$ cat config.mk
export PLATFORM = sky130hd
export DESIGN_NAME = pps_status
export DESIGN_NICKNAME = d
export VERILOG_FILES = /design/src/design/pps_pkg.sv /design/src/design/pps_status.sv /design/src/design/pps_sync.sv
export SDC_FILE = /design/constraint.sdc
export NUM_CORES = 1
export LEC_CHECK = 0
export ABC_CLOCK_PERIOD_IN_PS = 1910
export BUFFER_PORTS_ARGS = -buffer_cell sky130_fd_sc_hd__buf_2
export CORE_MARGIN = 2
export CORE_UTILIZATION = 50
export DETAILED_ROUTE_END_ITERATION = 8
export PLACE_DENSITY = 0.75
export SLEW_MARGIN = 5
export SYNTH_ARGS = -nofsm -noshare
export SYNTH_HDL_FRONTEND = slang
export SYNTH_SLANG_ARGS = --single-unit
$ cat constraint.sdc
create_clock -name clk -period 1.91 [get_ports clk]
set_input_delay 0.0955 -clock clk [delete_from_list [all_inputs] [get_ports clk]]
set_output_delay 0.0955 -clock clk [all_outputs]
set_load 0.005 [all_outputs]
$ cat src/design/pps_pkg.sv
// Package: offsets, field positions and reset values of the primary pin and clock status bank
package pps_pkg;

  // ==========================================================================
  // Register map
  localparam logic [6:0] PPS_ADDR_PIN_LEVELS = 7'h0A;
  localparam logic [6:0] PPS_ADDR_CLK_CHECK = 7'h0B;

  // ==========================================================================
  // Pin level register fields
  localparam int PPS_BIT_FAULT_B = 6;
  localparam int PPS_BIT_FAULT_A = 5;
  localparam int PPS_BIT_ENABLE = 4;
  localparam int PPS_BIT_INV_PWM = 3;
  localparam int PPS_BIT_PWM = 2;
  localparam int PPS_RES_HW_HI = 8;
  localparam int PPS_RES_HW_LO = 7;

  // ==========================================================================
  // Fields common to every word
  localparam int PPS_BIT_REJECTED = 1;
  localparam int PPS_BIT_PARITY = 0;

  // ==========================================================================
  // Clock check register fields
  localparam int PPS_CNT_HI = 15;
  localparam int PPS_CNT_LO = 8;
  localparam int PPS_CNT_W = 8;
  localparam logic [7:0] PPS_CNT_RESET = 8'h00;
  localparam logic [7:0] PPS_CNT_MAX = 8'hFF;
  localparam logic [15:0] PPS_CLK_CHECK_RESET = 16'h0001;

  // ==========================================================================
  // Verification function select
  localparam logic [1:0] PPS_VSEL_DISABLED = 2'h0;
  localparam logic [1:0] PPS_VSEL_CLK_CHECK = 2'h2;

  // ==========================================================================
  // Pin synchroniser
  localparam int PPS_SYNC_STAGES = 2;
  localparam int PPS_NUM_PINS = 6;

  typedef enum logic [1:0] {
    PPS_MEAS_IDLE,
    PPS_MEAS_ARMED,
    PPS_MEAS_COUNT
  } pps_meas_state_t;

endpackage : pps_pkg

$ cat src/design/pps_status.sv
// Primary pin level and clock check status registers with read port
//
// Function
// - Bit 6 of the pin level word shows the sampled level of fault pin B, 1 for high.
// - Bit 5 of the pin level word shows the sampled level of fault pin A, 1 for high.
// - Bit 4 of the pin level word shows the sampled level of the enable pin, 1 for high.
// - Bit 3 of the pin level word shows the sampled level of the inverted PWM pin.
// - Bits 8:7 of the pin level word are hardware-owned with no meaning to software.
// - Bit 1 of every returned word is 1 when the previous frame was discarded, else 0.
// - Bit 0 of every returned word makes the whole 16-bit word odd parity.
// - Bits 15:8 of the clock check word hold the measured cycle count, read-only.
// - Select value 10 starts a check only on self-test entry; default entry clears it.
module pps_status
  import pps_pkg::*;
(
  // Clock and reset
  input wire logic clk,
  input wire logic srst,
  // Device pins
  input wire logic fault_a_notify_pin,
  input wire logic fault_b_notify_pin,
  input wire logic enable_pin,
  input wire logic inverted_pwm_pin,
  input wire logic pwm_input_pin,
  input wire logic ref_window_pin,
  // Frame logic status
  input wire logic last_frame_rejected,
  // Register read port
  input wire logic rd_en,
  input wire logic [6:0] rd_addr,
  output logic [15:0] rd_data,
  output logic rd_valid,
  output logic rd_unmapped,
  // Control register and mode events
  input wire logic verification_select_we,
  input wire logic [1:0] verification_select_wdata,
  input wire logic clear_primary_bit,
  input wire logic self_test_entry,
  input wire logic default_mode_entry,
  // Clock check status
  output logic [1:0] verification_select,
  output logic check_active,
  output logic check_done
);

  // ==========================================================================
  // Pin synchronisers
  logic [PPS_NUM_PINS-1:0] pins_s;
  logic fault_a_s;
  logic fault_b_s;
  logic enable_s;
  logic inv_pwm_s;
  logic pwm_s;
  logic window_s;

  pps_sync #(
    .WIDTH(PPS_NUM_PINS)
  ) u_sync (
    .clk(clk),
    .srst(srst),
    .async_in({ref_window_pin, pwm_input_pin, inverted_pwm_pin, enable_pin,
               fault_a_notify_pin, fault_b_notify_pin}),
    .sync_out(pins_s)
  );

  assign fault_b_s = pins_s[0];
  assign fault_a_s = pins_s[1];
  assign enable_s = pins_s[2];
  assign inv_pwm_s = pins_s[3];
  assign pwm_s = pins_s[4];
  assign window_s = pins_s[5];

  // ==========================================================================
  // Verification select field
  logic [1:0] verification_select_q;
  logic check_active_q;
  logic check_done_q;

  always_ff @(posedge clk) begin
    if (srst) begin
      verification_select_q <= PPS_VSEL_DISABLED;
    end else if (default_mode_entry) begin
      verification_select_q <= PPS_VSEL_DISABLED;
    end else if (verification_select_we) begin
      verification_select_q <= verification_select_wdata;
    end
  end

  // Selection only acts at self-test entry, so a later write cannot start a check
  always_ff @(posedge clk) begin
    if (srst) begin
      check_active_q <= 1'b0;
    end else if (default_mode_entry || check_done_q) begin
      check_active_q <= 1'b0;
    end else if (self_test_entry) begin
      check_active_q <= (verification_select_q == PPS_VSEL_CLK_CHECK);
    end
  end

  // ==========================================================================
  // Oscillator cycle measurement over one reference window
  pps_meas_state_t meas_state_q;
  logic [PPS_CNT_W-1:0] run_cnt_q;
  logic [PPS_CNT_W-1:0] measured_q;
  logic window_end;

  assign window_end = (meas_state_q == PPS_MEAS_COUNT) && !window_s;

  always_ff @(posedge clk) begin
    if (srst) begin
      meas_state_q <= PPS_MEAS_IDLE;
    end else begin
      case (meas_state_q)
        PPS_MEAS_IDLE: begin
          // Wait for a low so a window already open is not measured short
          if (check_active_q && !window_s) begin
            meas_state_q <= PPS_MEAS_ARMED;
          end
        end
        PPS_MEAS_ARMED: begin
          if (!check_active_q) begin
            meas_state_q <= PPS_MEAS_IDLE;
          end else if (window_s) begin
            meas_state_q <= PPS_MEAS_COUNT;
          end
        end
        PPS_MEAS_COUNT: begin
          if (!check_active_q || !window_s) begin
            meas_state_q <= PPS_MEAS_IDLE;
          end
        end
        default: begin
          meas_state_q <= PPS_MEAS_IDLE;
        end
      endcase
    end
  end

  // Count saturates; an overlong window reads as the maximum
  always_ff @(posedge clk) begin
    if (srst) begin
      run_cnt_q <= PPS_CNT_RESET;
    end else if (meas_state_q != PPS_MEAS_COUNT) begin
      run_cnt_q <= PPS_CNT_RESET;
    end else if (run_cnt_q != PPS_CNT_MAX) begin
      run_cnt_q <= run_cnt_q + 8'h01;
    end
  end

  // A finished measurement wins over a clear in the same cycle
  always_ff @(posedge clk) begin
    if (srst) begin
      measured_q <= PPS_CNT_RESET;
    end else if (window_end && check_active_q) begin
      measured_q <= run_cnt_q;
    end else if (clear_primary_bit) begin
      measured_q <= PPS_CNT_RESET;
    end
  end

  always_ff @(posedge clk) begin
    if (srst) begin
      check_done_q <= 1'b0;
    end else begin
      check_done_q <= window_end && check_active_q;
    end
  end

  // ==========================================================================
  // Read words
  logic [15:0] pin_word;
  logic [15:0] clk_word;
  logic [15:0] sel_word;
  logic addr_ok;

  always_comb begin
    pin_word = 16'h0000;
    pin_word[PPS_BIT_FAULT_B] = fault_b_s;
    pin_word[PPS_BIT_FAULT_A] = fault_a_s;
    pin_word[PPS_BIT_ENABLE] = enable_s;
    pin_word[PPS_BIT_INV_PWM] = inv_pwm_s;
    pin_word[PPS_BIT_PWM] = pwm_s;
    // Reserved hardware bits carry no state here
    pin_word[PPS_RES_HW_HI:PPS_RES_HW_LO] = 2'h0;
    clk_word = 16'h0000;
    clk_word[PPS_CNT_HI:PPS_CNT_LO] = measured_q;
    addr_ok = 1'b1;
    case (rd_addr)
      PPS_ADDR_PIN_LEVELS: sel_word = pin_word;
      PPS_ADDR_CLK_CHECK: sel_word = clk_word;
      default: begin
        sel_word = 16'h0000;
        addr_ok = 1'b0;
      end
    endcase
    sel_word[PPS_BIT_REJECTED] = last_frame_rejected;
    sel_word[PPS_BIT_PARITY] = ~^sel_word[15:1];
  end

  logic [15:0] rd_data_q;
  logic rd_valid_q;
  logic rd_unmapped_q;

  always_ff @(posedge clk) begin
    if (srst) begin
      rd_data_q <= PPS_CLK_CHECK_RESET;
    end else if (rd_en) begin
      rd_data_q <= sel_word;
    end
  end

  always_ff @(posedge clk) begin
    if (srst) begin
      rd_valid_q <= 1'b0;
      rd_unmapped_q <= 1'b0;
    end else begin
      rd_valid_q <= rd_en;
      rd_unmapped_q <= rd_en && !addr_ok;
    end
  end

  assign rd_data = rd_data_q;
  assign rd_valid = rd_valid_q;
  assign rd_unmapped = rd_unmapped_q;
  assign verification_select = verification_select_q;
  assign check_active = check_active_q;
  assign check_done = check_done_q;

  // ==========================================================================
  // Assertions
  property p_fault_b;
    @(posedge clk) disable iff (srst)
    rd_en && rd_addr == PPS_ADDR_PIN_LEVELS |=> rd_data_q[6] == $past(fault_b_s);
  endproperty
  a_fault_b: assert property (p_fault_b) else $error("fault B level wrong");

  property p_fault_a;
    @(posedge clk) disable iff (srst)
    rd_en && rd_addr == PPS_ADDR_PIN_LEVELS |=> rd_data_q[5] == $past(fault_a_s);
  endproperty
  a_fault_a: assert property (p_fault_a) else $error("fault A level wrong");

  property p_enable;
    @(posedge clk) disable iff (srst)
    rd_en && rd_addr == PPS_ADDR_PIN_LEVELS |=> rd_data_q[4] == $past(enable_s);
  endproperty
  a_enable: assert property (p_enable) else $error("enable level wrong");

  property p_inv_pwm;
    @(posedge clk) disable iff (srst)
    rd_en && rd_addr == PPS_ADDR_PIN_LEVELS |=> rd_data_q[3] == $past(inv_pwm_s);
  endproperty
  a_inv_pwm: assert property (p_inv_pwm) else $error("inverted PWM level wrong");

  property p_rejected;
    @(posedge clk) disable iff (srst)
    rd_en |=> rd_valid_q && rd_data_q[1] == $past(last_frame_rejected);
  endproperty
  a_rejected: assert property (p_rejected) else $error("reject flag wrong");

  property p_parity;
    @(posedge clk) disable iff (srst)
    rd_valid_q |-> ^rd_data_q == 1'b1;
  endproperty
  a_parity: assert property (p_parity) else $error("word parity not odd");

  property p_reserved;
    @(posedge clk) disable iff (srst)
    rd_valid_q |-> (rd_data_q[15:7] == 9'h000 || $past(rd_addr) != PPS_ADDR_PIN_LEVELS)
      && (rd_data_q[7:2] == 6'h00 || $past(rd_addr) != PPS_ADDR_CLK_CHECK);
  endproperty
  a_reserved: assert property (p_reserved) else $error("reserved bits not zero");

  property p_count_load;
    @(posedge clk) disable iff (srst)
    window_end && check_active_q |=> measured_q == $past(run_cnt_q) ##1 $fell(check_active_q);
  endproperty
  a_count_load: assert property (p_count_load) else $error("measured count not stored");

  property p_clear;
    @(posedge clk) disable iff (srst)
    clear_primary_bit && !(window_end && check_active_q) |=> measured_q == PPS_CNT_RESET;
  endproperty
  a_clear: assert property (p_clear) else $error("count not cleared");

  property p_sel_entry;
    @(posedge clk) disable iff (srst)
    self_test_entry && !default_mode_entry && !check_done_q
      |=> check_active_q == ($past(verification_select_q) == PPS_VSEL_CLK_CHECK);
  endproperty
  a_sel_entry: assert property (p_sel_entry) else $error("check start wrong");

  property p_default_clear;
    @(posedge clk) disable iff (srst)
    default_mode_entry |=> verification_select_q == PPS_VSEL_DISABLED && !check_active_q;
  endproperty
  a_default_clear: assert property (p_default_clear) else $error("select not cleared");

endmodule : pps_status

$ cat src/design/pps_sync.sv
// Two-stage synchroniser, one chain per bit
module pps_sync #(
  parameter int WIDTH = 1
) (
  // Clock and reset
  input wire logic clk,
  input wire logic srst,
  // Asynchronous inputs and synchronised levels
  input wire logic [WIDTH-1:0] async_in,
  output logic [WIDTH-1:0] sync_out
);

  // ==========================================================================
  // Per-bit chains
  genvar i;
  generate
    for (i = 0; i < WIDTH; i++) begin : g_bit
      logic meta_q;
      logic stable_q;
      // First stage feeds only the second stage
      always_ff @(posedge clk) begin
        if (srst) begin
          meta_q <= 1'b0;
          stable_q <= 1'b0;
        end else begin
          meta_q <= async_in[i];
          stable_q <= meta_q;
        end
      end
      assign sync_out[i] = stable_q;
    end
  endgenerate

endmodule : pps_sync

==> flow_metrics.py <==
metrics = {
    "run_status": {
        "status": "complete, no violations",
    },
    "cts": {
        "tritoncts": "built",
        "clock_sinks": 51,
        "clk_pin_slew_ns": 0.08,
        "cts_max_level": 2,
        "cts_setup_buffers": 0,
        "root_buffer": "clkbuf_8",
        "cts_made_buffers": 5,
        "insertion_delay_ns": 0.30,
        "cts-resized-gates": 0,
        "clk_path_buf_depth": 2,
    },
    "finish": {
        "multi_input_comb_area_um2": 807.0,
        "diodes": 0,
        "drive_above_1_share": 0.2511,
        "final_area_um2": 2268,
        "fin_nets": 246,
        "fill_cells": 309,
        "seq_area_um2": 1021,
        "syn2layout_area_growth_pct": 21.03,
    },
    "drt": {
        "detail-route-antenna-nets": 0,
        "drt_wl_total_um": 3347,
        "vias_per_cell": 5.155,
        "drtPass1Iterations": 4,
        "avgRoutedWirePerCell_um": 12.35,
        "num_vias": 1397,
        "drc": 0,
        "first_iter_violations": 75,
    },
    "sta": {
        "relSlewSlack": 0.4926,
        "setup_tns_ns": 0,
        "hold_violations": 0,
        "max_freq_ghz": 0.6429,
        "fin_skew_ns": 0.007149,
        "slew_violations": 0,
        "worst_pin_slew_ns": 0.7553,
        "period_needed_ns": 1.555,
        "rsz0062_at_grt": "false",
        "setup_viol": 0,
        "timing.final.crit_share": 0.8143,
    },
    "global_routing": {
        "met2_usage": 0.2857,
        "grt_pass1_wl_um": 5575,
        "antenna_found_initial": 0,
        "grt-ovfl-total": 0,
        "gr-usage-met3": 0.04623,
        "grt_max_degree": 21,
        "track_usage": 0.1742,
        "grt-busiest-layer": "met2",
        "gr-usage-met1": 0.2046,
        "grt_pass1_vias": 1309,
    },
    "floorplanning": {
        "ios": 45,
        "die_y_um": 65.23,
        "dieArea_um2": 4254,
        "rows": 22,
        "die_x_um": 65.23,
        "core_region_area_um2": 3633,
        "start_util": 0.5158,
    },
    "pwr": {
        "p_per_area_nw_per_um2": 896.3,
        "leakage_nw": 0.9590,
        "ir_worst_vdd_mv": 0.4805,
        "power.total_mw": 2.033,
    },
    "critical_path": {
        "crit_type": "flip-flop to flip-flop",
        "endpoint_kind": "flip-flop",
        "critPathLaunchType": "flip-flop",
        "cp.arrival_ns": 1.80,
        "path_max_fanout": 8,
        "required_ns": 2.15,
    },
    "synth": {
        "syn-num-nets": 201,
        "ys_seq_area_frac": 0.5447,
        "syn_area_um2": 1874,
        "ys_ff_latch": 51,
        "synth_edf_count": 0,
        "synthArstFlopShare": 0,
        "ys_types": 39,
        "synth_warnings": 0,
        "synthCells": 177,
        "synth_top_flop_cell": "dfxtp_1",
        "syn_area_per_cell_um2": 10.59,
    },
    "run": {
        "drv_cap": 0,
    },
    "placed_design": {
        "place_congestion": 0.7493,
        "dp_hpwl_um": 2381,
        "io_buffers": 43,
        "placed_area_um2": 2126,
    },
    "hold_path": {
        "worstHoldPathType": "input pin to flip-flop",
    },
}
==> path summary, 6_finish.rpt <==
kind / from / end / slack [ns] / depth (start not counted)
max: u_sync.g_bit[5].stable_q / measured_q[5] / 0.35 / 4
min: inverted_pwm_pin / u_sync.g_bit[3].meta_q / 0.004 / 2
max reg2reg: u_sync.g_bit[5].stable_q / measured_q[5] / 0.35 / 4
min reg2reg: u_sync.g_bit[4].meta_q / u_sync.g_bit[4].stable_q / 0.43 / 1
==> cells in the final DEF, fill, tap and decap left out, types with 3 or more instances in the layout <==
master / count
a21oi_1: 4
a22o_1: 8
a22oi_1: 13
buf_2: 43
clkbuf_8: 5
dfxtp_1: 51
mux2i_1: 3
nand2_1: 3
nand2b_1: 3
nand4_1: 4
nor2_1: 21
nor2b_1: 13
nor3_1: 6
xnor2_1: 10
xor2_1: 4
==> cell families (layout without fill, tap and decap cells) <==
family / Yosys count / in the layout / synth area share
buf+inv: 10 / 56 / 0.02469
compound gates: 31 / 31 / 0.1262
simple gates: 65 / 65 / 0.2023
other cells: 1 / 1 / 0.002001
xor+xnor: 15 / 15 / 0.07743
flops: 51 / 51 / 0.5447
mux: 3 / 3 / 0.01602
fa+ha+maj: 1 / 1 / 0.006675
==> flip-flops by register name (all words and copies together), names as in the netlist <==
register / count
meas_state_q: 2
verification_select: 2
rd_valid: 1
measured_q: 8
run_cnt_q: 8
rd_data: 15
rd_unmapped: 1
u_sync.g_bit.stable_q: 6
u_sync.g_bit.meta_q: 6
check_active: 1
check_done: 1
==> power breakdown <==
group | internal (mW) | switching (mW) | total, mW
Combinational | 0.0458 | 0.0439 | 0.0897
Sequential | 1.08 | 0.00741 | 1.09
Clock | 0.523 | 0.332 | 0.856
==> final cells by class <==
cell class,count,share of cell area
well taps,48,0.02648
repair buffers,46,0.1059
clock inverters,2,0.02648
multi-input cells,116,0.3558
inverters,2,0.003309
flip-flops and latches,51,0.4501
clock buffers,6,0.03199
==> synth_stat cells (2+ instances only) <==
cell type	n	area share
dfxtp_1	51	0.54
nor2_1	21	0.042
a22oi_1	13	0.052
nor2b_1	13	0.043
xnor2_1	10	0.047
a22o_1	8	0.037
nor3_1	6	0.016
clkbuf_1	5	0.010
a21oi_1	4	0.011
nand4_1	4	0.013
xor2_1	4	0.019
mux2i_1	3	0.016
nand2_1	3	0.0060
nand2b_1	3	0.010
and3_1	2	0.0067
buf_4	2	0.0080
nand3_1	2	0.0053
nand3b_1	2	0.0080
==> per-layer routing <==
metal | routed length, um | vias to the layer above
met2 | 1590 | 40
met4 | 33 | 0
met3 | 207 | 4
met1 | 1516 | 642
li1 | - | 711
met5 | 0 | -
==> stage by stage <==
stage,hold slack [ns],worst slack (ns),util,cells
2_1_floorplan,0.1723,0.5005,-,177
3_3_place_gp,0.2941,0.3928,0.5851,262
3_5_place_dp,0.2935,0.3459,0.5851,262
4_1_cts,0.00007058,0.3262,0.6243,271
5_1_grt,0.008686,0.2051,0.6243,271
6_report,0.004277,0.3546,0.6243,271
==> worst max-delay path, stage by stage, from the launching register on <==
cell and delay [ns]:
dfxtp_1 0.34, nand2b_1 0.26, nor3b_1 0.09, nor3_1 0.59
a22o_1 0.23
==> what timing repair did <==
item | 4_1_cts | 5_1_grt
endpoints found under the hold margin | 3 | 0
setup endpoints to repair | 0 | 0
hold buffers | 1 | 0
Note: power is estimated with default switching activity, not from simulation.
